File: config.mk
export PLATFORM = sky130hd
export DESIGN_NAME = dcs_dev_flat
export DESIGN_NICKNAME = d
export VERILOG_FILES = /design/src/core/dcs_pkg.sv /design/src/core/dcs_if.sv /design/src/core/dcs_dev.sv /design/src/flat_wrapper.sv
export SDC_FILE = /design/constraint.sdc
export NUM_CORES = 1
export LEC_CHECK = 0
export ABC_AREA = 1
export BUFFER_PORTS_ARGS = -buffer_cell sky130_fd_sc_hd__buf_4
export CAP_MARGIN = 20
export CORE_MARGIN = 4
export CORE_UTILIZATION = 33
export CTS_CLUSTER_SIZE = 40
export DETAILED_ROUTE_END_ITERATION = 7
export PLACE_DENSITY_LB_ADDON = 0.05
export SLEW_MARGIN = 20
export SYNTH_ARGS = -nofsm -noshare
export SYNTH_HDL_FRONTEND = slang
export SYNTH_SLANG_ARGS = --single-unit
File: constraint.sdc
create_clock -name clk -period 5.6 [get_ports clk]
set_input_delay 0.28 -clock clk [delete_from_list [all_inputs] [get_ports clk]]
set_output_delay 0.28 -clock clk [all_outputs]
set_load 0.01 [all_outputs]
File: src/core/dcs_pkg.sv
// Constants and types shared by both ends of the channel control block.
// Assumes one system clock and a synchronous active-high reset.
// Contract
// - Software configures channel in fixed order.
// - Wrap mode returns offset to zero.
// - Base address starts the transfer region.
// - Byte count bounds the transfer.
// - Software zeroes offset before enabling.
// - Enable bits 0..6; bit 7 zero.
// - Full flag when offset equals size-1.
// - Mid flag at half size, rounded up.
// - Flags stay set until software clears.
// - Config bit 7 enables full interrupt.
// - Config bit 6 enables mid interrupt.
// - Busy bit shows transfer in progress.
// - Writing busy 1 forces a start.
// - Registers on page 2, reset zero.
// - Selector codes 0..6 valid, 7 invalid.
// - Offset advances per byte; address base+offset.
// - Size/base/offset writes ignored while busy.
// - Lowest-numbered requesting channel wins.
package dcs_pkg;
    localparam int NCH    = 7;
    localparam int CH_W   = 3;
    localparam int BYTE_W = 8;
    localparam int BASE_W = 12;
    localparam int CNT_W  = 10;
    localparam int PAGE_W = 4;

    localparam logic [PAGE_W-1:0] SFR_PAGE = 4'h2;

    localparam logic [BYTE_W-1:0] A_CFG   = 8'hc9;
    localparam logic [BYTE_W-1:0] A_BASEL = 8'hca;
    localparam logic [BYTE_W-1:0] A_BASEH = 8'hcb;
    localparam logic [BYTE_W-1:0] A_SIZEL = 8'hcc;
    localparam logic [BYTE_W-1:0] A_SIZEH = 8'hcd;
    localparam logic [BYTE_W-1:0] A_OFFL  = 8'hce;
    localparam logic [BYTE_W-1:0] A_OFFH  = 8'hcf;
    localparam logic [BYTE_W-1:0] A_SEL   = 8'hd1;
    localparam logic [BYTE_W-1:0] A_EN    = 8'hd2;
    localparam logic [BYTE_W-1:0] A_FULL  = 8'hd3;
    localparam logic [BYTE_W-1:0] A_MID   = 8'hd4;
    localparam logic [BYTE_W-1:0] A_BUSY  = 8'hd5;
    localparam logic [BYTE_W-1:0] A_MODE  = 8'hd6;

    localparam int CFG_INTEN  = 7;
    localparam int CFG_MINTEN = 6;
    localparam int CFG_STALL  = 5;
    localparam int MODE_WRAP  = 0;

    localparam logic [CH_W-1:0] SEL_INVALID = 3'h7;
    localparam logic [1:0]      BUF_DEPTH   = 2'h2;

    typedef struct packed {
        logic [CH_W-1:0]   chan;
        logic [BASE_W-1:0] addr;
    } dcs_xfer_s;
endpackage

File: src/core/dcs_if.sv
// Link between the CPU-side end and the channel control end.
// Both ends share clk; the bench joins them through this interface.
interface dcs_if
    import dcs_pkg::*;
    ();
    logic                sfr_wr;
    logic                sfr_rd;
    logic [PAGE_W-1:0]   sfr_page;
    logic [BYTE_W-1:0]   sfr_addr;
    logic [BYTE_W-1:0]   sfr_wdata;
    logic [BYTE_W-1:0]   sfr_rdata;
    logic [NCH-1:0]      req;
    logic                irq;
    logic                xfer_valid;
    logic                xfer_ready;
    dcs_xfer_s           xfer;

    modport dev (
        input  sfr_wr, sfr_rd, sfr_page, sfr_addr, sfr_wdata, req, xfer_ready,
        output sfr_rdata, irq, xfer_valid, xfer
    );
    modport host (
        output sfr_wr, sfr_rd, sfr_page, sfr_addr, sfr_wdata, req, xfer_ready,
        input  sfr_rdata, irq, xfer_valid, xfer
    );
endinterface

File: src/core/dcs_dev.sv
// Channel control and status end: registers, arbiter, offset counters.
// Assumes the host holds each strobe one cycle and drains xfer words.
module dcs_dev
    import dcs_pkg::*;
(
    input  wire logic clk,
    input  wire logic rst,
    dcs_if.dev        b
);
    // pend doubles as the busy bit: set by a request or forced start, cleared when its word is pushed into the buffer
    typedef struct packed {
        logic [CH_W-1:0]              sel;
        logic [NCH-1:0]               en;
        logic [NCH-1:0]               full;
        logic [NCH-1:0]               mid;
        logic [NCH-1:0]               pend;
        logic [NCH-1:0]               wrap;
        logic [NCH-1:0][BYTE_W-1:0]   cfg;
        logic [NCH-1:0][BASE_W-1:0]   base;
        logic [NCH-1:0][CNT_W-1:0]    size;
        logic [NCH-1:0][CNT_W-1:0]    offs;
        logic [BYTE_W-1:0]            rdata;
        dcs_xfer_s [1:0]              q;
        logic [1:0]                   cnt;
    } dcs_dev_s;

    dcs_dev_s s_r;
    dcs_dev_s s_nxt;

    logic              hit;
    logic              chv;
    logic [CH_W-1:0]   ch;
    logic [NCH-1:0]    force_v;
    logic [NCH-1:0]    elig;
    logic [NCH-1:0]    inten;
    logic [NCH-1:0]    minten;
    logic [NCH-1:0]    fset;
    logic [NCH-1:0]    mset;
    logic [CH_W-1:0]   g;
    logic              gv;
    logic              push;
    logic              pop;
    logic [1:0]        n;
    logic [CNT_W-1:0]  midv;
    logic [BYTE_W-1:0] rd;
    dcs_xfer_s         ent;

    always_comb begin
        // Defaults hold every register and leave all strobes idle
        s_nxt   = s_r;
        hit     = (b.sfr_page == SFR_PAGE);
        chv     = (s_r.sel != SEL_INVALID);
        ch      = s_r.sel;
        force_v = '0;
        fset    = '0;
        mset    = '0;
        g       = '0;
        gv      = 1'b0;
        n       = s_r.cnt;
        midv    = '0;
        ent     = '0;
        rd      = '0;

        // Software writes
        // Indirect registers need a valid selector; code 7 has no slot
        if (b.sfr_wr && hit) begin
            if (b.sfr_addr == A_SEL) begin
                s_nxt.sel = b.sfr_wdata[CH_W-1:0];
            end else if (b.sfr_addr == A_EN) begin
                s_nxt.en = b.sfr_wdata[NCH-1:0];
            end else if (b.sfr_addr == A_FULL) begin
                s_nxt.full = s_r.full & b.sfr_wdata[NCH-1:0];
            end else if (b.sfr_addr == A_MID) begin
                s_nxt.mid = s_r.mid & b.sfr_wdata[NCH-1:0];
            end else if (b.sfr_addr == A_BUSY) begin
                force_v = b.sfr_wdata[NCH-1:0];
            end else if (chv) begin
                if (b.sfr_addr == A_CFG) begin
                    s_nxt.cfg[ch] = b.sfr_wdata;
                end else if (b.sfr_addr == A_MODE) begin
                    s_nxt.wrap[ch] = b.sfr_wdata[MODE_WRAP];
                    // Region registers freeze while the channel waits for its grant
                end else if (!s_r.pend[ch]) begin
                    if (b.sfr_addr == A_BASEL) begin
                        s_nxt.base[ch][BYTE_W-1:0] = b.sfr_wdata;
                    end else if (b.sfr_addr == A_BASEH) begin
                        s_nxt.base[ch][BASE_W-1:BYTE_W] = b.sfr_wdata[BASE_W-BYTE_W-1:0];
                    end else if (b.sfr_addr == A_SIZEL) begin
                        s_nxt.size[ch][BYTE_W-1:0] = b.sfr_wdata;
                    end else if (b.sfr_addr == A_SIZEH) begin
                        s_nxt.size[ch][CNT_W-1:BYTE_W] = b.sfr_wdata[CNT_W-BYTE_W-1:0];
                    end else if (b.sfr_addr == A_OFFL) begin
                        s_nxt.offs[ch][BYTE_W-1:0] = b.sfr_wdata;
                    end else if (b.sfr_addr == A_OFFH) begin
                        s_nxt.offs[ch][CNT_W-1:BYTE_W] = b.sfr_wdata[CNT_W-BYTE_W-1:0];
                    end
                end
            end
        end

        // A request from a disabled channel is dropped, not remembered
        // Requests from enabled channels or forced starts
        s_nxt.pend = s_nxt.pend | (b.req & s_r.en) | force_v;

        // Stalled channels and unacknowledged full flags take no new grant
        for (int i = 0; i < NCH; i++) begin
            inten[i]  = s_r.cfg[i][CFG_INTEN];
            minten[i] = s_r.cfg[i][CFG_MINTEN];
            elig[i]   = s_r.pend[i] && !s_r.cfg[i][CFG_STALL] && !s_r.full[i];
        end

        // At most one grant per cycle
        // Channel 0 first
        for (int i = NCH - 1; i >= 0; i--) begin
            if (elig[i]) begin
                g  = CH_W'(i);
                gv = 1'b1;
            end
        end

        pop  = (s_r.cnt != 2'h0) && b.xfer_ready;
        push = gv && (s_r.cnt != BUF_DEPTH);

        // Flags compare the offset of the outgoing byte, before it advances
        if (push) begin
            ent.chan     = g;
            ent.addr     = s_r.base[g] + BASE_W'(s_r.offs[g]);
            s_nxt.pend[g] = 1'b0;
            midv = (s_r.size[g] >> 1) + CNT_W'(s_r.size[g][0]);
            if (s_r.offs[g] == midv) begin
                mset[g] = 1'b1;
            end
            if (s_r.offs[g] == s_r.size[g] - CNT_W'(1)) begin
                fset[g] = 1'b1;
                // Without wrap the offset parks at size-1 and the full flag holds the channel
                if (s_r.wrap[g]) begin
                    s_nxt.offs[g] = '0;
                end
            end else begin
                s_nxt.offs[g] = s_r.offs[g] + CNT_W'(1);
            end
        end

        // Set beats a simultaneous software clear
        s_nxt.full = s_nxt.full | fset;
        s_nxt.mid  = s_nxt.mid | mset;

        // Two-entry buffer toward the datapath
        // Push waits for a free slot, so a stalled sink loses no word
        // Pop and push in one cycle keep the count; the new word becomes the head
        if (pop) begin
            s_nxt.q[0] = s_r.q[1];
            n = n - 2'h1;
        end
        if (push) begin
            s_nxt.q[n[0]] = ent;
            n = n + 2'h1;
        end
        s_nxt.cnt = n;

        // Read mux; unmapped or invalid selector reads zero
        // Seven channels only, so bit 7 of enable, flags and busy reads zero
        if (b.sfr_addr == A_SEL) begin
            rd = BYTE_W'(s_r.sel);
        end else if (b.sfr_addr == A_EN) begin
            rd = BYTE_W'(s_r.en);
        end else if (b.sfr_addr == A_FULL) begin
            rd = BYTE_W'(s_r.full);
        end else if (b.sfr_addr == A_MID) begin
            rd = BYTE_W'(s_r.mid);
        end else if (b.sfr_addr == A_BUSY) begin
            rd = BYTE_W'(s_r.pend);
        end else if (!chv) begin
            rd = '0;
        end else if (b.sfr_addr == A_CFG) begin
            rd = s_r.cfg[ch];
        end else if (b.sfr_addr == A_MODE) begin
            rd = BYTE_W'(s_r.wrap[ch]);
        end else if (b.sfr_addr == A_BASEL) begin
            rd = s_r.base[ch][BYTE_W-1:0];
        end else if (b.sfr_addr == A_BASEH) begin
            rd = BYTE_W'(s_r.base[ch] >> BYTE_W);
        end else if (b.sfr_addr == A_SIZEL) begin
            rd = s_r.size[ch][BYTE_W-1:0];
        end else if (b.sfr_addr == A_SIZEH) begin
            rd = BYTE_W'(s_r.size[ch] >> BYTE_W);
        end else if (b.sfr_addr == A_OFFL) begin
            rd = s_r.offs[ch][BYTE_W-1:0];
        end else if (b.sfr_addr == A_OFFH) begin
            rd = BYTE_W'(s_r.offs[ch] >> BYTE_W);
        end
        if (b.sfr_rd && hit) begin
            s_nxt.rdata = rd;
        end
    end

    // Synchronous reset clears registers, flags, read data and buffer
    always_ff @(posedge clk) begin
        if (rst) begin
            s_r <= '0;
        end else begin
            s_r <= s_nxt;
        end
    end

    assign b.sfr_rdata  = s_r.rdata;
    assign b.xfer_valid = (s_r.cnt != 2'h0);
    assign b.xfer       = s_r.q[0];
    // Level request; drops only on reset or when software clears a flag or its interrupt enable
    assign b.irq        = |((s_r.full & inten) | (s_r.mid & minten));
endmodule

File: src/flat_wrapper.sv
// flat-port wrapper written by rule: the top's interface ports become plain ports
module dcs_dev_flat import dcs_pkg::*;
  (clk, rst, b_sfr_wr, b_sfr_rd, b_sfr_page, b_sfr_addr, b_sfr_wdata, b_req, b_xfer_ready, b_sfr_rdata, b_irq, b_xfer_valid, b_xfer);
  dcs_if b_i ();
  input  wire logic clk;
  input  wire logic rst;
  input wire logic [$bits(b_i.sfr_wr)-1:0] b_sfr_wr;
  input wire logic [$bits(b_i.sfr_rd)-1:0] b_sfr_rd;
  input wire logic [$bits(b_i.sfr_page)-1:0] b_sfr_page;
  input wire logic [$bits(b_i.sfr_addr)-1:0] b_sfr_addr;
  input wire logic [$bits(b_i.sfr_wdata)-1:0] b_sfr_wdata;
  input wire logic [$bits(b_i.req)-1:0] b_req;
  input wire logic [$bits(b_i.xfer_ready)-1:0] b_xfer_ready;
  output wire logic [$bits(b_i.sfr_rdata)-1:0] b_sfr_rdata;
  output wire logic [$bits(b_i.irq)-1:0] b_irq;
  output wire logic [$bits(b_i.xfer_valid)-1:0] b_xfer_valid;
  output wire logic [$bits(b_i.xfer)-1:0] b_xfer;
  assign b_i.sfr_wr = b_sfr_wr;
  assign b_i.sfr_rd = b_sfr_rd;
  assign b_i.sfr_page = b_sfr_page;
  assign b_i.sfr_addr = b_sfr_addr;
  assign b_i.sfr_wdata = b_sfr_wdata;
  assign b_i.req = b_req;
  assign b_i.xfer_ready = b_xfer_ready;
  assign b_sfr_rdata = b_i.sfr_rdata;
  assign b_irq = b_i.irq;
  assign b_xfer_valid = b_i.xfer_valid;
  assign b_xfer = b_i.xfer;
  dcs_dev u_core (.clk(clk), .rst(rst), .b(b_i));
endmodule
==> flow_metrics.tcl <==
set metrics [dict create \
    drive_gt1_share_pct 9.14 \
    place_congestion 0.973 \
    drcViolationCount 0 \
    fillers 7156 \
    p_leak_nw 9.45 \
    drt_iter0_markers 2800 \
    drv_slew 0 \
    grt_pass1_wl_mm 173 \
    syn_to_final_growth_pct 12.0 \
    vias_per_cell 5.92 \
    fin_tns_setup_ns 0 \
    cp_data_arrival_time_ns 5.96 \
    dp.final_hpwl_mm 82.8 \
    path_common_cell "nand3_1" \
    clockRootBuffer "clkbuf_16" \
    maxCapViolCount 0 \
    design.die.area_um2 70600 \
    drt_pass1_iterations 8 \
    die_y_um 266 \
    start_util_pct 33.3 \
    clkPwrFrac_pct 51.0 \
    hp-start "b_req[6]" \
    critPathKind "register to register" \
    htreeDepth 2 \
    clk_pin_slew_ns 0.07 \
    cts_setup_buffers 0 \
    cts_max_path_buffers 3 \
    place_area_um2 23100 \
    switching_share_pct 25.4 \
    synth_top_area_cell "dfxtp_1" \
    grt_usage_pct 33.2 \
    max_stage_delay_ns 0.66 \
    r2r_cells 24 \
    cts_tree "yes" \
    internal-power_mw 4.21 \
    rr_startpoint "u_core.s_r[342]" \
    r2r_end "u_core.s_r[65]" \
    synthFlopType "dfxtp_1" \
    fin_crit_ns 5.40 \
    multi_input_area_um2 12300 \
    syn-cell-area_um2 21900 \
    powerDensity_nw_per_um2 230 \
    synth.avg_cell_area_um2 6.45 \
    worst_slew_pin_slew_ns 1.21 \
    cp-end-kind "register" \
    grt_max_degree 85 \
    seq_area_frac_synth_pct 32.7 \
    status "complete, no violations" \
    ios 57 \
    seqPwrFrac_pct 45.2 \
    final_design_area_no_fill_um2 24600 \
    reg2reg_slack_ns 0.20 \
    wl_mm 121 \
    yosys_register_bits 358 \
    switchingPower_mw 1.44 \
    insertion_delay_ns 0.61 \
    rsz0062_at_grt "false" \
    fp.coreArea_um2 65900 \
    synthArstFlopShare_pct 0 \
    synthesis.nets 3451 \
    overflow 0 \
    antenna_found_initial 1 \
    ant_nets 0 \
    holdPathStages 3 \
    hold_class "input pin to register" \
    vdd_ir_drop_max_mv 0.236 \
    path_max_fanout 46 \
    die_width_um 266 \
    finalSetupViolations 0 \
    yosysTopAreaCellShare_pct 32.7 \
    layout.nets 3411 \
    cp_cell_sequence "inv_2 -> nand3_2 -> nand2_1 -> nor2_4 -> nand2_1 -> nand2_2 -> nor2_2 -> buf_4 -> nand2_1 -> nand3_1 -> nor2_4 -> ha_1 -> nand3_1 -> nor2_4 -> nand3_1 -> nand3_1 -> nand2_1 -> nor2_4 -> nand3_4 -> inv_4 -> nand3_1 -> nand2_1 -> nand3_1 -> inv_1" \
    relSlewSlack_pct 19.4 \
    clock_sinks 358 \
    post-route-period-util_pct 96.5 \
    num_vias 25210 \
    synthCells 3401 \
    synth_area_leaders "dfxtp_1 (33%), nand2_1 (12%), o21ai_0 (6.6%), inv_1 (6.3%), a21oi_1 (6.3%)" \
    rows 94 \
    startpoint_type "register" \
    worst_path_max_delay_cell "inv_4" \
    wl_per_cell_um 28.5 \
    ys_types 60 \
    cp.required_ns 6.15 \
    regArea_um2 7170 \
    hold_viol_final 0 \
    fin_skew_ns 0.0182 \
    hold_path_end "u_core.s_r[333]" \
    yosysWarnings 0 \
    combPwrFrac_pct 3.8 \
    io_buffers 56 \
    grt_pass1_vias 23974 \
    synth_edf_count 0 \
    cts_buffers 46 \
    fmax_ghz 0.185 \
]
## worst max-delay path by stage
stage | end | slack, ns | startpoint
2_1_floorplan | u_core.s_r[28] | 1.30 | u_core.s_r[342]
3_3_place_gp | u_core.s_r[28] | 0.36 | u_core.s_r[345]
3_5_place_dp | u_core.s_r[81] | 0.34 | u_core.s_r[342]
4_1_cts | u_core.s_r[81] | 0.31 | u_core.s_r[342]
5_1_grt | u_core.s_r[72] | 0.008 | u_core.s_r[342]
6_report | u_core.s_r[65] | 0.20 | u_core.s_r[342]
## worst max-delay path, delay by kind of cell (launching register included)
family / cells / cell delay [ns]
adder cells (fa/ha/maj): 1 / 0.27
buffers and inverters: 4 / 1.07
flip-flops: 1 / 0.40
AND/OR/NAND/NOR: 19 / 3.52
## registers in the layout, indices dropped and copies added (netlist names)
signal              flops
u_core.b.sfr_rdata      8
u_core.b.xfer          15
u_core.ch               3
u_core.inten            7
u_core.minten           7
u_core.s_r            318
## placed cells by master (no fill, tap or decap), types with 11 or more instances in the layout
cell type | synthesis | layout
nor2_2 | 6 | 17
a31oi_1 | 28 | 28
o21a_1 | 44 | 44
ha_1 | 17 | 17
nand2_1 | 689 | 687
buf_4 | 28 | 148
o22ai_1 | 95 | 95
inv_2 | 11 | 12
nand4_1 | 63 | 63
nor2_1 | 311 | 300
o2111ai_1 | 11 | 11
a211oi_1 | 114 | 114
inv_1 | 367 | 367
o21ai_0 | 289 | 289
o221ai_1 | 24 | 24
nand3_1 | 243 | 243
a21oi_1 | 274 | 273
nor3_1 | 46 | 45
dfxtp_1 | 358 | 358
clkbuf_16 | 0 | 46
a221oi_1 | 23 | 23
or2_2 | 28 | 28
nor4_1 | 14 | 14
## stage by stage
| step | std cells | worst slack [ns] | hold WS (ns) | utilization [%] | power, mW |
|---|---|---|---|---|---|
| after floorplan | 3401 | 1.30 | 0.434 | - | 2.71 |
| after detailed placement | 4175 | 0.339 | 0.450 | 35.1 | 2.82 |
| after global placement | 4175 | 0.358 | 0.448 | 35.1 | 2.82 |
| after CTS | 4254 | 0.314 | 0.000552 | 37.3 | 5.70 |
| final | 4256 | 0.197 | 0.0131 | 37.3 | 5.65 |
| after global routing | 4254 | 0.00817 | 0.0401 | 37.3 | 5.80 |
## cells in the mapped netlist, types with 3 or more instances
master       n
o21a_1      44
o2111ai_1   11
a2111oi_0    6
clkbuf_1   166
o41ai_1      4
o21ai_1      7
inv_2       11
clkinv_1     9
o21ai_0    289
o221ai_1    24
dfxtp_1    358
nand3_1    243
nor2_2       6
nand2_2      7
mux2_2       7
xor2_1      10
a21boi_0     3
nor2_1     311
inv_1      367
nand3b_1     7
a21oi_1    274
buf_4       28
nand2_1    689
a211oi_1   114
o211ai_1     5
buf_2       27
ha_1        17
a31oi_1     28
a221oi_1    23
buf_1       16
nor3_1      46
a22oi_1      3
nor4_1      14
a311oi_1     3
o22ai_1     95
nand4_1     63
nor2_4       6
or2_2       28
## power groups by stage
stage | Combinational [mW] | Sequential, mW | Clock (mW)
2_1_floorplan | 0.105 | 2.61 | 0
3_3_place_gp | 0.211 | 2.61 | 0
3_5_place_dp | 0.212 | 2.61 | 0
4_1_cts | 0.214 | 2.55 | 2.94
5_1_grt | 0.226 | 2.55 | 3.02
6_report | 0.218 | 2.55 | 2.88
## cell families after synthesis
family	count (synthesis)	synth area share [%]
mux	9	0.451
xor+xnor	13	0.582
buf+inv	627	11.4
simple gates	1430	28.1
compound gates	946	25.7
fa+ha+maj	18	1.06
flops	358	32.7
## area by class of cell
class / count / area share, %
Multi-Input combinational cell: 2416 / 50.1
Clock buffer: 64 / 5.33
Tap cell: 864 / 4.40
Antenna cell: 2 / 0.0204
Inverter: 388 / 5.95
Clock inverter: 13 / 0.372
Timing Repair Buffer: 151 / 4.66
Sequential cell: 358 / 29.2
## repair_timing
item / CTS / global route
endpoints found under the hold margin: 2 / 0
gates resized for setup: 0 / 3
setup endpoints to repair: 0 / 3
hold buffers: 2 / 0
## routing by layer
| metal | track usage [%] | vias to the layer above | part of all wire [%] |
|---|---|---|---|
| met5 | 0 | - | 0 |
| met3 | 5.31 | 318 | 8.4 |
| met2 | 51.9 | 1319 | 44 |
| met4 | 14.4 | 0 | 5.0 |
| li1 | - | 11485 | - |
| met1 | 45.3 | 12088 | 43 |
No activity file was read; power rests on OpenSTA's default activity.
